<file path="src/core/rtc_timer_pkg.sv">
package rtc_timer_pkg;

  // Bus geometry
  localparam int unsigned APB_ADDR_W = 12;
  localparam int unsigned DATA_W = 32;

  // Register byte offsets
  localparam logic [11:0] OFS_IRQ_ENABLE_MASK = 12'h01c;
  localparam logic [11:0] OFS_IRQ_RAW_STATUS = 12'h020;
  localparam logic [11:0] OFS_IRQ_MASKED_STATUS = 12'h024;
  localparam logic [11:0] OFS_IRQ_CLEAR = 12'h028;
  localparam logic [11:0] OFS_TIMER_VALUE = 12'h02c;
  localparam logic [11:0] OFS_TIMER_CONTROL = 12'h030;
  localparam logic [11:0] OFS_RELOAD_FIRST = 12'h034;
  localparam logic [11:0] OFS_RELOAD_SECOND = 12'h038;
  localparam logic [11:0] OFS_PATTERN_0 = 12'h03c;
  localparam logic [11:0] OFS_PATTERN_1 = 12'h040;
  localparam logic [11:0] OFS_PATTERN_2 = 12'h044;
  localparam logic [11:0] OFS_PATTERN_3 = 12'h048;
  localparam logic [11:0] OFS_EVENT_COUNT = 12'h04c;

  // Interrupt bit positions
  localparam int unsigned BIT_CALENDAR = 0;
  localparam int unsigned BIT_COUNTDOWN = 1;

  // Timer control field positions
  localparam int unsigned CTL_SINGLE_RUN = 0;
  localparam int unsigned CTL_RUN = 1;
  localparam int unsigned CTL_SELF_START = 2;
  localparam int unsigned CTL_LEN_LSB = 4;
  localparam int unsigned CTL_LEN_MSB = 10;
  localparam int unsigned CTL_CLK_SEL = 11;
  localparam int unsigned CTL_GATE_OVR = 12;

  // Writable control bits, reserved bits stay zero
  localparam logic [31:0] CTL_WRITE_MASK = 32'h0000_1ff7;

  // Reset values
  localparam logic [31:0] RST_TIMER_VALUE = 32'h0fff_ffff;
  localparam logic [31:0] RST_ZERO = 32'h0000_0000;
  localparam logic [1:0] RST_IRQ_BITS = 2'h0;
  localparam logic [6:0] RST_POINTER = 7'h00;

  // Pattern geometry
  localparam int unsigned PATTERN_WORDS = 4;
  localparam int unsigned PATTERN_BITS = 128;

  // Bus answer machine
  typedef enum logic [1:0] {
    APB_IDLE = 2'b01,
    APB_ANSWER = 2'b10
  } apb_state_t;

endpackage

</file>
<file path="src/core/rtc_timer_irq.sv">
// Functional notes
// Raw status: calendar bit0, countdown bit1
// Masked status: post-mask bits 0 and 1
// Clear bit0 write 1 clears calendar
// Clear bit1 write 1 clears countdown
// Read-only 32-bit counter, reset 0x0FFFFFFF
// Periodic: interrupt at zero, reload, continue
// Single-run: interrupt at zero, then halt
// Run bit acts on next tick of the selected clock
// Halted counter frozen; run bit readable
// Load write while halted sets run
// Single-run zero clears run bit
// Self-start: load/pattern write sets run
// Bits 10:4 give pattern length
// Bit 11 selects slow or trimmed clock
// Bit 12 bypasses internal clock gating
// Mask register enables bits 0 and 1
// 128-bit pattern over four words
// Masked bit is raw AND enable
// Raw bits sticky until software clears
module rtc_timer_irq
  import rtc_timer_pkg::*;
#(
  parameter int unsigned ADDR_W = rtc_timer_pkg::APB_ADDR_W, // APB address width
  parameter int unsigned LEN_W = 7 // Pattern length field width
) (
  input wire logic sys_clk_i, // System clock, 100 MHz
  input wire logic rstn_i, // Synchronous reset, active low
  input wire logic psel_i, // APB select
  input wire logic penable_i, // APB enable
  input wire logic pwrite_i, // APB direction, high for write
  input wire logic [ADDR_W-1:0] paddr_i, // APB byte address
  input wire logic [31:0] pwdata_i, // APB write data
  output logic [31:0] prdata_o, // APB read data
  output logic pready_o, // APB ready
  output logic pslverr_o, // APB error on unmapped address
  input wire logic slow_clock_i, // Raw 32 kHz clock pin
  input wire logic trimmed_clock_i, // Trimmed 32 kHz clock pin
  input wire logic calendar_irq_i, // Clockwatch event pulse, same clock
  output logic calendar_irq_o, // Masked clockwatch interrupt
  output logic countdown_irq_o, // Masked timer interrupt
  output logic clk_gate_open_o // Timer clock gate open
);

  import rtc_timer_pkg::*;

  // Elaboration checks
  if (ADDR_W < 7) begin : g_addr_check
    $error("ADDR_W too small for register map");
  end
  if (LEN_W != 7) begin : g_len_check
    $error("LEN_W must match the pattern pointer");
  end

  // Address match on the low twelve bits with any upper bits zero, aligned words only
  function automatic logic hit(input logic [ADDR_W-1:0] a, input logic [11:0] ofs);
    logic [11:0] low;
    low = 12'(a);
    hit = (low == ofs) && (ADDR_W <= 12 || (a >> 12) == '0);
  endfunction

  // Any mapped register
  function automatic logic mapped(input logic [ADDR_W-1:0] a);
    mapped = hit(a, OFS_IRQ_ENABLE_MASK) | hit(a, OFS_IRQ_RAW_STATUS)
           | hit(a, OFS_IRQ_MASKED_STATUS) | hit(a, OFS_IRQ_CLEAR)
           | hit(a, OFS_TIMER_VALUE) | hit(a, OFS_TIMER_CONTROL)
           | hit(a, OFS_RELOAD_FIRST) | hit(a, OFS_RELOAD_SECOND)
           | hit(a, OFS_PATTERN_0) | hit(a, OFS_PATTERN_1)
           | hit(a, OFS_PATTERN_2) | hit(a, OFS_PATTERN_3)
           | hit(a, OFS_EVENT_COUNT);
  endfunction

  // Bus state
  apb_state_t state_reg; // Answer machine state
  logic [31:0] prdata_reg; // Captured read data
  logic pready_reg; // Ready flop
  logic pslverr_reg; // Error flop

  // Register storage
  logic [1:0] mask_reg; // Interrupt enables
  logic [1:0] raw_reg; // Sticky raw flags
  logic [1:0] raw_next; // Raw flags next value
  logic [31:0] ctl_reg; // Timer control
  logic [31:0] count_reg; // Down counter
  logic [31:0] reload_reg [0:1]; // Two reload values
  logic [31:0] pattern_reg [0:PATTERN_WORDS-1]; // Pattern words
  logic [6:0] ptr_reg; // Pattern pointer
  logic [31:0] events_reg; // Timer event count
  logic cal_irq_reg; // Masked calendar output
  logic cnt_irq_reg; // Masked countdown output
  logic gate_reg; // Clock gate output

  // Decoded strobes
  logic commit; // Transfer completes this edge
  logic wr_en; // Write completes this edge
  logic wr_mask; // Mask register write
  logic wr_clear; // Clear register write
  logic wr_ctl; // Control register write
  logic wr_reload [0:1]; // Reload register writes
  logic wr_load_any; // Any reload write
  logic wr_pattern_any; // Any pattern write
  logic [PATTERN_WORDS-1:0] wr_pattern; // Per-word pattern writes

  // Timer helpers
  logic [1:0] tick_raw; // Synchronised edges: slow, trimmed
  logic tick; // Selected count tick
  logic running; // Run bit
  logic at_zero; // Counter reached zero
  logic timer_event; // Zero reached on a running tick
  logic [PATTERN_BITS-1:0] pattern_flat; // Whole pattern
  logic [6:0] len; // Useful pattern length
  logic [7:0] ptr_inc; // Pointer plus one
  logic [6:0] ptr_next; // Wrapped pointer

  // Transfer completes on the edge where ready is seen high
  assign commit = psel_i & penable_i & pready_reg;
  assign wr_en = commit & pwrite_i & ~pslverr_reg;
  assign wr_mask = wr_en & hit(paddr_i, OFS_IRQ_ENABLE_MASK);
  assign wr_clear = wr_en & hit(paddr_i, OFS_IRQ_CLEAR);
  assign wr_ctl = wr_en & hit(paddr_i, OFS_TIMER_CONTROL);
  assign wr_reload[0] = wr_en & hit(paddr_i, OFS_RELOAD_FIRST);
  assign wr_reload[1] = wr_en & hit(paddr_i, OFS_RELOAD_SECOND);
  assign wr_pattern[0] = wr_en & hit(paddr_i, OFS_PATTERN_0);
  assign wr_pattern[1] = wr_en & hit(paddr_i, OFS_PATTERN_1);
  assign wr_pattern[2] = wr_en & hit(paddr_i, OFS_PATTERN_2);
  assign wr_pattern[3] = wr_en & hit(paddr_i, OFS_PATTERN_3);
  assign wr_load_any = wr_reload[0] | wr_reload[1];
  assign wr_pattern_any = |wr_pattern;

  // Pin clocks pass the synchroniser before any use
  genvar gi;
  generate
    for (gi = 0; gi < 2; gi++) begin : g_tick
      edge_sync u_sync (
        .sys_clk_i(sys_clk_i),
        .rstn_i(rstn_i),
        .pin_i(gi == 0 ? slow_clock_i : trimmed_clock_i),
        .rise_o(tick_raw[gi])
      );
    end
  endgenerate

  // Count clock select
  assign tick = ctl_reg[CTL_CLK_SEL] ? tick_raw[1] : tick_raw[0];

  assign running = ctl_reg[CTL_RUN];
  assign at_zero = (count_reg == RST_ZERO);
  // Run bit sampled per tick
  assign timer_event = tick & running & at_zero;

  // Pattern words, highest word on top
  assign pattern_flat = {pattern_reg[3], pattern_reg[2], pattern_reg[1], pattern_reg[0]};

  // Pointer wraps at the useful length
  assign len = ctl_reg[CTL_LEN_MSB:CTL_LEN_LSB];
  assign ptr_inc = {1'b0, ptr_reg} + 8'h01;
  assign ptr_next = (ptr_inc >= {1'b0, len}) ? RST_POINTER : ptr_inc[6:0];

  // Set wins over clear
  always_comb begin
    raw_next = raw_reg;
    // Calendar clear
    if (wr_clear && pwdata_i[BIT_CALENDAR]) begin
      raw_next[BIT_CALENDAR] = 1'b0;
    end
    // Countdown clear
    if (wr_clear && pwdata_i[BIT_COUNTDOWN]) begin
      raw_next[BIT_COUNTDOWN] = 1'b0;
    end
    // Events set the flags
    if (calendar_irq_i) begin
      raw_next[BIT_CALENDAR] = 1'b1;
    end
    if (timer_event) begin
      raw_next[BIT_COUNTDOWN] = 1'b1;
    end
  end

  // APB answer machine: one wait cycle, then ready
  always_ff @(posedge sys_clk_i) begin
    if (!rstn_i) begin
      state_reg <= APB_IDLE;
      pready_reg <= 1'b0;
      pslverr_reg <= 1'b0;
    end else begin
      case (state_reg)
        APB_IDLE: begin
          // Access phase seen, answer next edge
          if (psel_i && penable_i) begin
            state_reg <= APB_ANSWER;
            pready_reg <= 1'b1;
            pslverr_reg <= ~mapped(paddr_i);
          end
        end
        APB_ANSWER: begin
          // Ready lasts one cycle
          state_reg <= APB_IDLE;
          pready_reg <= 1'b0;
          pslverr_reg <= 1'b0;
        end
        default: begin
          state_reg <= APB_IDLE;
          pready_reg <= 1'b0;
          pslverr_reg <= 1'b0;
        end
      endcase
    end
  end

  // Read data captured as the answer is raised
  always_ff @(posedge sys_clk_i) begin
    if (!rstn_i) begin
      prdata_reg <= RST_ZERO;
    end else if (state_reg == APB_IDLE && psel_i && penable_i && !pwrite_i) begin
      prdata_reg <= RST_ZERO;
      // Enable bits readable
      if (hit(paddr_i, OFS_IRQ_ENABLE_MASK)) begin
        prdata_reg[1:0] <= mask_reg;
      end
      // Raw flags
      if (hit(paddr_i, OFS_IRQ_RAW_STATUS)) begin
        prdata_reg[1:0] <= raw_reg;
      end
      // Masked flags
      if (hit(paddr_i, OFS_IRQ_MASKED_STATUS)) begin
        prdata_reg[1:0] <= raw_reg & mask_reg;
      end
      // Counter value
      if (hit(paddr_i, OFS_TIMER_VALUE)) begin
        prdata_reg <= count_reg;
      end
      // Control incl. live run bit
      if (hit(paddr_i, OFS_TIMER_CONTROL)) begin
        prdata_reg <= ctl_reg;
      end
      if (hit(paddr_i, OFS_RELOAD_FIRST)) begin
        prdata_reg <= reload_reg[0];
      end
      if (hit(paddr_i, OFS_RELOAD_SECOND)) begin
        prdata_reg <= reload_reg[1];
      end
      if (hit(paddr_i, OFS_PATTERN_0)) begin
        prdata_reg <= pattern_reg[0];
      end
      if (hit(paddr_i, OFS_PATTERN_1)) begin
        prdata_reg <= pattern_reg[1];
      end
      if (hit(paddr_i, OFS_PATTERN_2)) begin
        prdata_reg <= pattern_reg[2];
      end
      if (hit(paddr_i, OFS_PATTERN_3)) begin
        prdata_reg <= pattern_reg[3];
      end
      if (hit(paddr_i, OFS_EVENT_COUNT)) begin
        prdata_reg <= events_reg;
      end
    end
  end

  // Mask register
  always_ff @(posedge sys_clk_i) begin
    if (!rstn_i) begin
      mask_reg <= RST_IRQ_BITS;
    end else if (wr_mask) begin
      mask_reg <= pwdata_i[1:0];
    end
  end

  // Sticky raw flags
  always_ff @(posedge sys_clk_i) begin
    if (!rstn_i) begin
      raw_reg <= RST_IRQ_BITS;
    end else begin
      raw_reg <= raw_next;
    end
  end

  // Masked outputs follow raw and enables
  always_ff @(posedge sys_clk_i) begin
    if (!rstn_i) begin
      cal_irq_reg <= 1'b0;
      cnt_irq_reg <= 1'b0;
    end else begin
      cal_irq_reg <= raw_next[BIT_CALENDAR] & mask_reg[BIT_CALENDAR];
      cnt_irq_reg <= raw_next[BIT_COUNTDOWN] & mask_reg[BIT_COUNTDOWN];
    end
  end

  // Control register with hardware run-bit updates
  always_ff @(posedge sys_clk_i) begin
    if (!rstn_i) begin
      ctl_reg <= RST_ZERO;
    end else if (wr_ctl) begin
      // Software write wins over hardware updates
      ctl_reg <= pwdata_i & CTL_WRITE_MASK;
    end else if (timer_event && ctl_reg[CTL_SINGLE_RUN]) begin
      // Single-run stop at zero
      ctl_reg[CTL_RUN] <= 1'b0;
    end else if (wr_load_any && !running) begin
      // Load while halted starts
      ctl_reg[CTL_RUN] <= 1'b1;
    end else if ((wr_load_any || wr_pattern_any) && ctl_reg[CTL_SELF_START]) begin
      // Self-start on load or pattern
      ctl_reg[CTL_RUN] <= 1'b1;
    end
  end

  // Gate open while running or bypassed
  always_ff @(posedge sys_clk_i) begin
    if (!rstn_i) begin
      gate_reg <= 1'b0;
    end else begin
      gate_reg <= ctl_reg[CTL_GATE_OVR] | running;
    end
  end

  // Reload values
  always_ff @(posedge sys_clk_i) begin
    if (!rstn_i) begin
      reload_reg[0] <= RST_ZERO;
      reload_reg[1] <= RST_ZERO;
    end else begin
      if (wr_reload[0]) begin
        reload_reg[0] <= pwdata_i;
      end
      if (wr_reload[1]) begin
        reload_reg[1] <= pwdata_i;
      end
    end
  end

  // Pattern words
  generate
    for (gi = 0; gi < PATTERN_WORDS; gi++) begin : g_pattern
      always_ff @(posedge sys_clk_i) begin
        if (!rstn_i) begin
          pattern_reg[gi] <= RST_ZERO;
        end else if (wr_pattern[gi]) begin
          pattern_reg[gi] <= pwdata_i;
        end
      end
    end
  endgenerate

  // Down counter and pattern pointer
  always_ff @(posedge sys_clk_i) begin
    if (!rstn_i) begin
      // Counter reset value
      count_reg <= RST_TIMER_VALUE;
      ptr_reg <= RST_POINTER;
    end else if (wr_reload[0] && !running) begin
      // Halted load presets counter from first value
      count_reg <= pwdata_i;
      ptr_reg <= RST_POINTER;
    end else if (tick && running) begin
      if (at_zero) begin
        // Periodic reload via pattern bit
        if (!ctl_reg[CTL_SINGLE_RUN]) begin
          count_reg <= reload_reg[pattern_flat[ptr_reg]];
          ptr_reg <= ptr_next;
        end
        // Single-run holds at zero
      end else begin
        count_reg <= count_reg - 32'h0000_0001;
      end
    end
    // No tick or halted: frozen
  end

  // Timer event counter
  always_ff @(posedge sys_clk_i) begin
    if (!rstn_i) begin
      events_reg <= RST_ZERO;
    end else if (timer_event) begin
      events_reg <= events_reg + 32'h0000_0001;
    end
  end

  // Outputs straight from flops
  assign prdata_o = prdata_reg;
  assign pready_o = pready_reg;
  assign pslverr_o = pslverr_reg;
  assign calendar_irq_o = cal_irq_reg;
  assign countdown_irq_o = cnt_irq_reg;
  assign clk_gate_open_o = gate_reg;

endmodule

</file>
<file path="src/core/edge_sync.sv">
// Two-flop synchroniser with registered rising-edge pulse
module edge_sync (
  input wire logic sys_clk_i, // System clock
  input wire logic rstn_i, // Synchronous reset, active low
  input wire logic pin_i, // Asynchronous clock or level
  output logic rise_o // One-cycle pulse per rising edge
);

  logic meta_reg; // First stage, read only by second
  logic sync_reg; // Second stage
  logic hist_reg; // Previous synchronised level
  logic rise_reg; // Registered edge pulse

  // Synchroniser chain and edge detect
  always_ff @(posedge sys_clk_i) begin
    if (!rstn_i) begin
      meta_reg <= 1'b0;
      sync_reg <= 1'b0;
      hist_reg <= 1'b0;
      rise_reg <= 1'b0;
    end else begin
      meta_reg <= pin_i;
      sync_reg <= meta_reg;
      hist_reg <= sync_reg;
      rise_reg <= sync_reg & ~hist_reg;
    end
  end

  assign rise_o = rise_reg;

endmodule

</file>
<file path="config.mk">
export PLATFORM = sky130hd
export DESIGN_NAME = rtc_timer_irq
export DESIGN_NICKNAME = d
export VERILOG_FILES = /design/src/core/rtc_timer_pkg.sv /design/src/core/rtc_timer_irq.sv /design/src/core/edge_sync.sv
export SDC_FILE = /design/constraint.sdc
export NUM_CORES = 1
export LEC_CHECK = 0
export BUFFER_PORTS_ARGS = -buffer_cell sky130_fd_sc_hd__buf_2
export CAP_MARGIN = 30
export CELL_PAD_IN_SITES_DETAIL_PLACEMENT = 0
export CELL_PAD_IN_SITES_GLOBAL_PLACEMENT = 2
export CORE_UTILIZATION = 37
export DETAILED_ROUTE_END_ITERATION = 8
export PLACE_DENSITY = 0.8
export SYNTH_ARGS = -nofsm -noshare
export SYNTH_HDL_FRONTEND = slang
export SYNTH_HIERARCHICAL = 1
export SYNTH_SLANG_ARGS = --single-unit
</file>
<file path="constraint.sdc">
create_clock -name sys_clk_i -period 4.9 [get_ports sys_clk_i]
set_input_delay 0.49 -clock sys_clk_i [delete_from_list [all_inputs] [get_ports sys_clk_i]]
set_output_delay 0.49 -clock sys_clk_i [all_outputs]
set_load 0.005 [all_outputs]
</file>
# == Word-level counts from Yosys, hierarchy flattened ==
# Memories as Yosys holds them, arrays and structs flattened.
# Cells that the tools add are included.
# word_totals
input_bits,52
memories,2
ramBits,192
word_cells,165
register_bits,134
output_inout_bits,37
# op_classes
n_reduce_logical,22
n_eq_ne,15
n_addsub,3
n_bitwise,46
magnitude_cmp,2
muxes,53
# mem_list
name,depth,width,rd,rd_clocked_by_memory_dff,write_ports,line_no,text
pattern_reg,4,32,4,0,4,rtc_timer_irq.sv:86,logic [31:0] pattern_reg [0:PATTERN_WORDS-1];
reload_reg,2,32,3,0,2,rtc_timer_irq.sv:85,logic [31:0] reload_reg [0:1];
# op_table
cell,count
32-bit 2-to-1 mux,19
"12-bit by 6-bit equality test with 1-bit output, second input constant",8
"12-bit by 7-bit equality test with 1-bit output, second input constant",4
"32-bit by 1-bit adder with 32-bit output, second input constant",1
32-bit logical NOT,1
"32-bit by 1-bit subtractor with 32-bit output, second input constant",1
1-bit 2-to-1 mux,29
1-bit bitwise OR,20
1-bit AND,19
"12-bit by 5-bit equality test with 1-bit output, second input constant",1
1-bit logical AND,11
"7-bit by 1-bit adder with 8-bit output, second input constant",1
8-bit by 7-bit >= comparator with 1-bit output,1
"7-bit by 8-bit less-than comparator with 1-bit output, second input constant",1
1-bit binary-select mux with 7-bit select,1
7-bit 2-to-1 mux,1
2-bit 2-to-1 mux,3
1-bit NOT,6
2-bit AND reduction,2
4-bit nonzero test,1
4-bit OR reduction,1
"3-bit by 2-bit inequality test with 1-bit output, second input constant",1
3-bit AND reduction,1
2-bit AND,1
5 further kinds,6

# == Longest topological paths before layout ==
# Gate-level depths: netlist of the first run.
# logic_depth
ltp_word,14
ltp_mapped,13
ltp_nobuf,10

# == Modules after synthesis ==
# Netlist of the first run, hierarchy kept.
# by_module_without_submodules
mod,cells_per_inst,seq_area_each_um2,n_inst,area_per_inst_um2
rtc_timer_irq,1673,8267.9,1,16783.6
edge_sync,8,80.1,2,111.4

# == Least setup slack after synthesis of the first run ==
# No wires, ideal clock.
# synth_timing
path_kind,in2reg
from,input port paddr_i[7]
to,memory pattern_reg[3][0] (enable)
arrival_time_ps,4093
path_stages,6
n_path_buf,2
setup_ps,466
required_time_ps,4434
path_slack_ps,341
cell_sequence,nor4b_2 -> and3_1 -> clkbuf_1 -> clkbuf_1 -> nand2_1 -> o21ai_0
# synth_lines
element,line_no,text
from (decl),rtc_timer_irq.sv:32,"input wire logic [ADDR_W-1:0] paddr_i,"
to (decl),rtc_timer_irq.sv:86,

# == Worst setup path after layout of the first run ==
# layout_timing
from,register ptr_reg[1]
to,register ptr_reg[4]
# layout_between
elab_chain_len,3
# layout_rtl
element,line_no,text
from (decl),rtc_timer_irq.sv:87,logic [6:0] ptr_reg;
from (signal assigned),rtc_timer_irq.sv:360,ptr_reg <= ptr_next;
7-bit by 1-bit adder with 8-bit output (*),rtc_timer_irq.sv:156,"assign ptr_inc = {1'b0, ptr_reg} + 8'h01;"
8-bit by 7-bit >= comparator with 1-bit output,rtc_timer_irq.sv:157,"assign ptr_next = (ptr_inc >= {1'b0, len}) ? RST_POINTER : ptr_inc[6:0];"
7-bit 2-to-1 mux (*),rtc_timer_irq.sv:157,
# Every way passes the cells marked *; elsewhere a longest branch is shown, timed or not.
# A chain may end at the register's enable or synchronous reset.

==> impl_metrics.yaml, run 1 <==
synth:
  syn-cell-area_mm2: 0.0170
  synth_largest_area_cell: "edfxtp_1"
  yosysWarnings: 6
  synth.net_count: 1752
  synthTopCellsByArea: "edfxtp_1 34%, dfxtp_1 16%, and2_1 7.0%"
  ys_types: 88
  syn_area_per_cell_um2: 10.1
  ys_top_cells_by_count: "192 x edfxtp_1, 191 x and2_1, 180 x nand2_1, 133 x dfxtp_1, 84 x nor2_1"
  yosysMostFrequentCell: "edfxtp_1"
  async_flop_share_pct: 0
  synth-main-ff-cell: "edfxtp_1"
  synthCells: 1689
  synth_top_area_share_pct: 33.9
  synth_edf_count: 192
  synth_seq_cells: 325
  ys_seq_area_share_pct: 49.6
placement:
  gp_congestion: 0.927
  io_buffers: 88
  dp.cells: 2304
  place_area_mm2: 0.0181
  dp_hpwl_um: 44700
finish:
  finalNonFillerCells: 2375
  area_growth_pct: 13.8
  drive_gt1_share_pct: 14.2
  largest_reg_flops: 128
  finalNetCount: 1807
  final_area_mm2: 0.0193
worst_setup_path:
  critical_path.slowest_cell: "dfxtp_1"
  crit-reg2reg-launch: "ptr_reg[1]"
  start_kind: "flop"
  reg2reg_depth: 10
  crit_arrival_ps: 4290
  regToRegSetupSlack_ps: 1100
  cp_max_fo: 15
  crit_path_cell_trace: "and2_1, nand2_1, nor2_1, xnor2_1, ha_1, a21oi_1, o21ai_0, a211oi_1, nand3_1, a31oi_1"
  required_ps: 5380
  regToRegEndpoint: "ptr_reg[4]"
  crit_type: "reg2reg"
  cp_slowest_stage_delay_ps: 860
  worstSetupEndpointType: "flop"
sta:
  setup_tns_ps: 0
  finalHoldViolations: 0
  worst_slew_pin_slew_ps: 1070
  hold_slack_ps: 156
  slew_viol_final: 0
  fin_crit_sh_pct: 77.6
  period_minus_slack_ps: 3800
  rsz0062_at_grt: "no"
  max_freq_mhz: 263
  setup_viol: 0
  max_slew_margin_pct: 29.0
  final.setup_skew_ps: 23.1
worst_hold_path:
  hold_depth: 2
  hold-path-endpoint: "g_tick[0].u_sync/meta_reg"
  worstHoldPathType: "in2reg"
  min-delay-start: "slow_clock_i"
floorplanning:
  fp.dieArea_mm2: 0.0468
  start_util_pct: 37.5
  coreArea_mm2: 0.0454
  rows: 78
  die_height_um: 216
  die_w_um: 216
  ios: 89
clocking:
  cts_resized: 0
  hold_buffers: 0
  clk_pin_slew_ps: 60
  clock_latency_ps: 570
  cts.sinks: 325
  htree_levels: 2
  cts_root_buffer: "clkbuf_16"
  clk_path_buf_depth: 3
  cts_tree: "done"
  postCtsSetupBuffers: 0
  numCtsBuffers: 38
global_route:
  grt_pass1_vias: 13884
  grt_pass1_wl_um: 92300
  grt_max_degree: 61
  track_usage_pct: 26.5
  grt_overflow: 0
  antenna_found_initial: 6
routing:
  post_drt_wl_per_cell_um: 26.4
  drt-total-wl_um: 62800
  via_per_inst: 6.08
  drc: 0
  dr.pass1.iters: 6
  vias: 14444
  ant_nets: 0
  first_iter_violations: 1902
flow_run:
  drv_cap: 0
power_and_ir_drop:
  total_power_w: 0.00614
  p_per_area_mw_per_mm2: 318
  leakagePower_nw: 6.70
  ir_worst_vdd_uv: 213
status:
  outcome: "finished clean"
-- cell families after synthesis --
kind of cell | share of synthesized area, %
adder cells (fa/ha/maj) | 0.809
buffers and inverters | 3.36
XOR/XNOR | 1.96
AND/OR/NAND/NOR | 20.9
AO/OA/AOI/OAI | 18.6
multiplexers | 4.75
flip-flops | 49.6
-- cell usage in the layout (no fill, tap or decap), types with 29 or more instances in the layout --
cell type  count
o211ai_1      31
o21ai_0       75
a31oi_1       35
buf_2         87
buf_4         44
edfxtp_1     192
nor2_1        81
and2_1       191
clkbuf_16     43
mux2i_1       48
nand3_1       37
a21oi_1       79
a221oi_1      29
dfxtp_1      132
nand2_1      180
a22oi_1       48
-- critical path: cells and delay by family (launching register included) --
| family | cells | cell delay (ps) |
|---|---|---|
| AO/OA/AOI/OAI | 4 | 1000 |
| XOR/XNOR | 1 | 170 |
| adder cells (fa/ha/maj) | 1 | 270 |
| flip-flops | 1 | 860 |
| AND/OR/NAND/NOR | 4 | 1410 |
-- power breakdown --
group	switching, W	internal [W]	total [W]
sequential	0.0000437	0.00295	0.00299
clock	0.00119	0.00172	0.00290
combinational	0.000179	0.0000677	0.000247
total	0.00141	0.00474	0.00614
-- layout make-up --
cell class	instances	area (µm²)
antenna	1	2.50
inverter	17	63.8
timing repair buffer	131	766
sequential	325	8430
multi-input combinational	1231	8070
clock buffer	57	1180
clock inverter	13	88.8
tap	600	751
fill	4391	26000
-- how the worst max path moves through the flow --
stage                                   end  startpoint
after detailed placement      count_reg[22]  ptr_reg[1]
after global routing             ptr_reg[4]  ptr_reg[1]
final                            ptr_reg[4]  ptr_reg[1]
after CTS                     count_reg[22]  ptr_reg[1]
after global placement         count_reg[4]  ptr_reg[1]
after floorplan           pattern_reg[3][0]  paddr_i[7]
-- layer usage --
metal | vias up | global-route usage (%) | routed length [µm]
met5 | - | 0 | 33
met2 | 716 | 40.2 | 27900
li1 | 6483 | - | -
met4 | 4 | 8.40 | 1640
met3 | 120 | 5.84 | 6090
met1 | 7121 | 37.4 | 27100
-- per-stage QoR --
| step | util, % | setup slack, ps |
|---|---|---|
| after global routing | 42.6 | 947 |
| after global placement | 39.8 | 1200 |
| after floorplan | - | 341 |
| after CTS | 42.6 | 1190 |
| after detailed placement | 39.8 | 1210 |
| final | 42.6 | 1100 |
(Power assumes the default switching activity.)
==> inputs of run 2 (changes only) <==
--- a/config.mk
+++ b/config.mk
@@ -9,9 +9,9 @@
 export CAP_MARGIN = 30
 export CELL_PAD_IN_SITES_DETAIL_PLACEMENT = 0
 export CELL_PAD_IN_SITES_GLOBAL_PLACEMENT = 2
-export CORE_UTILIZATION = 37
+export CORE_UTILIZATION = 40
 export DETAILED_ROUTE_END_ITERATION = 8
-export PLACE_DENSITY = 0.8
+export PLACE_DENSITY = 0.82
 export SYNTH_ARGS = -nofsm -noshare
 export SYNTH_HDL_FRONTEND = slang
 export SYNTH_HIERARCHICAL = 1
==> constraint.sdc (replaced) <==
create_clock -name sys_clk_i -period 4 [get_ports sys_clk_i]
set_input_delay 0.4 -clock sys_clk_i [delete_from_list [all_inputs] [get_ports sys_clk_i]]
set_output_delay 0.4 -clock sys_clk_i [all_outputs]
set_load 0.005 [all_outputs]
==> impl_metrics.yaml, run 2 (same netlist as run 1, synthesis figures left out) <==
worst_setup_path:
  worstSetupEndpointType: "flop"
  crit_start: "count_reg[18]"
  regToRegSetupSlack_ps: 600
  crit_arrival_ps: 3840
  start_kind: "flop"
  crit-reg2reg-launch: "count_reg[18]"
  crit_path_cell_trace: "or4_1, nor4_4, and4_1, a21oi_1, nor2_2, nor3b_1, o221ai_1, a211oi_1"
  crit_family: "simple AND/OR/NAND/NOR gates"
  reg2reg_depth: 8
  required_ps: 4440
  critical_path.slowest_cell: "or4_1"
  cp_slowest_stage_delay_ps: 730
  cp_max_fo: 11
  worst-path-buf-inv: 0
  regToRegEndpoint: "count_reg[30]"
  crit_type: "reg2reg"
clocking:
  cts_root_buffer: "clkbuf_16"
  clk_pin_slew_ps: 60
  postCtsSetupBuffers: 0
  clk_path_buf_depth: 3
  hold_buffers: 0
  cts_resized: 0
  cts_tree: "done"
  numCtsBuffers: 39
  htree_levels: 2
  clock_latency_ps: 580
  cts.sinks: 325
power_and_ir_drop:
  leakagePower_nw: 6.80
  ir_worst_vdd_uv: 259
  total_power_w: 0.00745
  p_per_area_mw_per_mm2: 382
sta:
  period_minus_slack_ps: 3400
  setup_tns_ps: 0
  max_freq_mhz: 294
  finalHoldViolations: 0
  worst_slew_pin_slew_ps: 1040
  setup_viol: 0
  fin_crit_sh_pct: 85.0
  max_slew_margin_pct: 30.8
  final.setup_skew_ps: 23.8
  rsz0062_at_grt: "no"
  slew_viol_final: 0
placement:
  dp_hpwl_um: 45100
  gp_congestion: 0.961
  io_buffers: 88
routing:
  via_per_inst: 6.19
  post_drt_wl_per_cell_um: 26.4
  dr.pass1.iters: 6
  vias: 14459
  first_iter_violations: 1502
  drc: 0
  drt-total-wl_um: 61700
  ant_nets: 0
worst_hold_path:
  hold-path-endpoint: "g_tick[1].u_sync/meta_reg"
  worstHoldPathType: "in2reg"
  hold_depth: 2
  min-delay-start: "trimmed_clock_i"
status:
  outcome: "finished clean"
floorplanning:
  fp.dieArea_mm2: 0.0433
  coreArea_mm2: 0.0419
  start_util_pct: 40.5
  rows: 75
  ios: 89
  die_w_um: 208
  die_height_um: 208
flow_run:
  drv_cap: 0
finish:
  largest_reg_flops: 128
  drive_gt1_share_pct: 15.1
  area_growth_pct: 14.7
  layout_commonest_cell: "edfxtp_1"
  finalNetCount: 1829
  final_cell_mix: "192 x edfxtp_1, 191 x and2_1, 180 x nand2_1"
  final_util_pct: 46.5
global_route:
  grt_max_degree: 62
  grt_overflow: 0
  antenna_found_initial: 2
  grt_pass1_vias: 14029
  track_usage_pct: 28.3
  grt_pass1_wl_um: 91700
-- run 2: changes by cell type in the layout (fill, tap and decap cells not counted), sizes merged --
cell / previous run / this run
buf: 131 / 152
clkinv: 12 / 10
clkinvlp: 0 / 1
bufinv: 1 / 2
-- run 2: layer usage --
metal / wire length (µm) / global-route usage [%] / up-vias
met5: 68 / 0 / -
met1: 26700 / 38.3 / 7171
met3: 5730 / 7.58 / 107
li1: - / - / 6536
met2: 27600 / 43.7 / 641
met4: 1620 / 9.55 / 4
-- run 2: how the worst max path moves through the flow --
stage,endpoint,slack [ps],cells past startpoint
2_1_floorplan,reload_reg[1][0],20,4
3_3_place_gp,pattern_reg[3][8],800,8
3_5_place_dp,count_reg[7],670,8
4_1_cts,count_reg[7],650,8
5_1_grt,count_reg[7],410,8
6_report,count_reg[30],600,8
-- run 2: layout make-up --
type,instances,area [µm²]
well taps,539,674
fillers,3951,22400
multi-input cells,1231,8080
repair buffers,152,1010
flip-flops and latches,325,8430
diodes,1,2.50
clock inverters,13,159
clock buffers,57,1090
inverters,17,63.8
-- run 2: per-stage QoR --
step / instances / setup WS (ps) / instance area, µm² / hold slack (ps)
global placement: 2263 / 802 / 18200 / 424
finish: 2335 / 600 / 19500 / 46.8
global route: 2334 / 412 / 19500 / 52.2
floorplan: 1689 / 23.0 / 17000 / 420
detailed placement: 2264 / 669 / 18300 / 432
CTS: 2334 / 646 / 19500 / 29.9
-- run 2: power by group --
part           switching [W]  internal, W  total [W]
Sequential         0.0000549      0.00361    0.00367
Clock                0.00145      0.00203    0.00349
Combinational       0.000214    0.0000860   0.000300
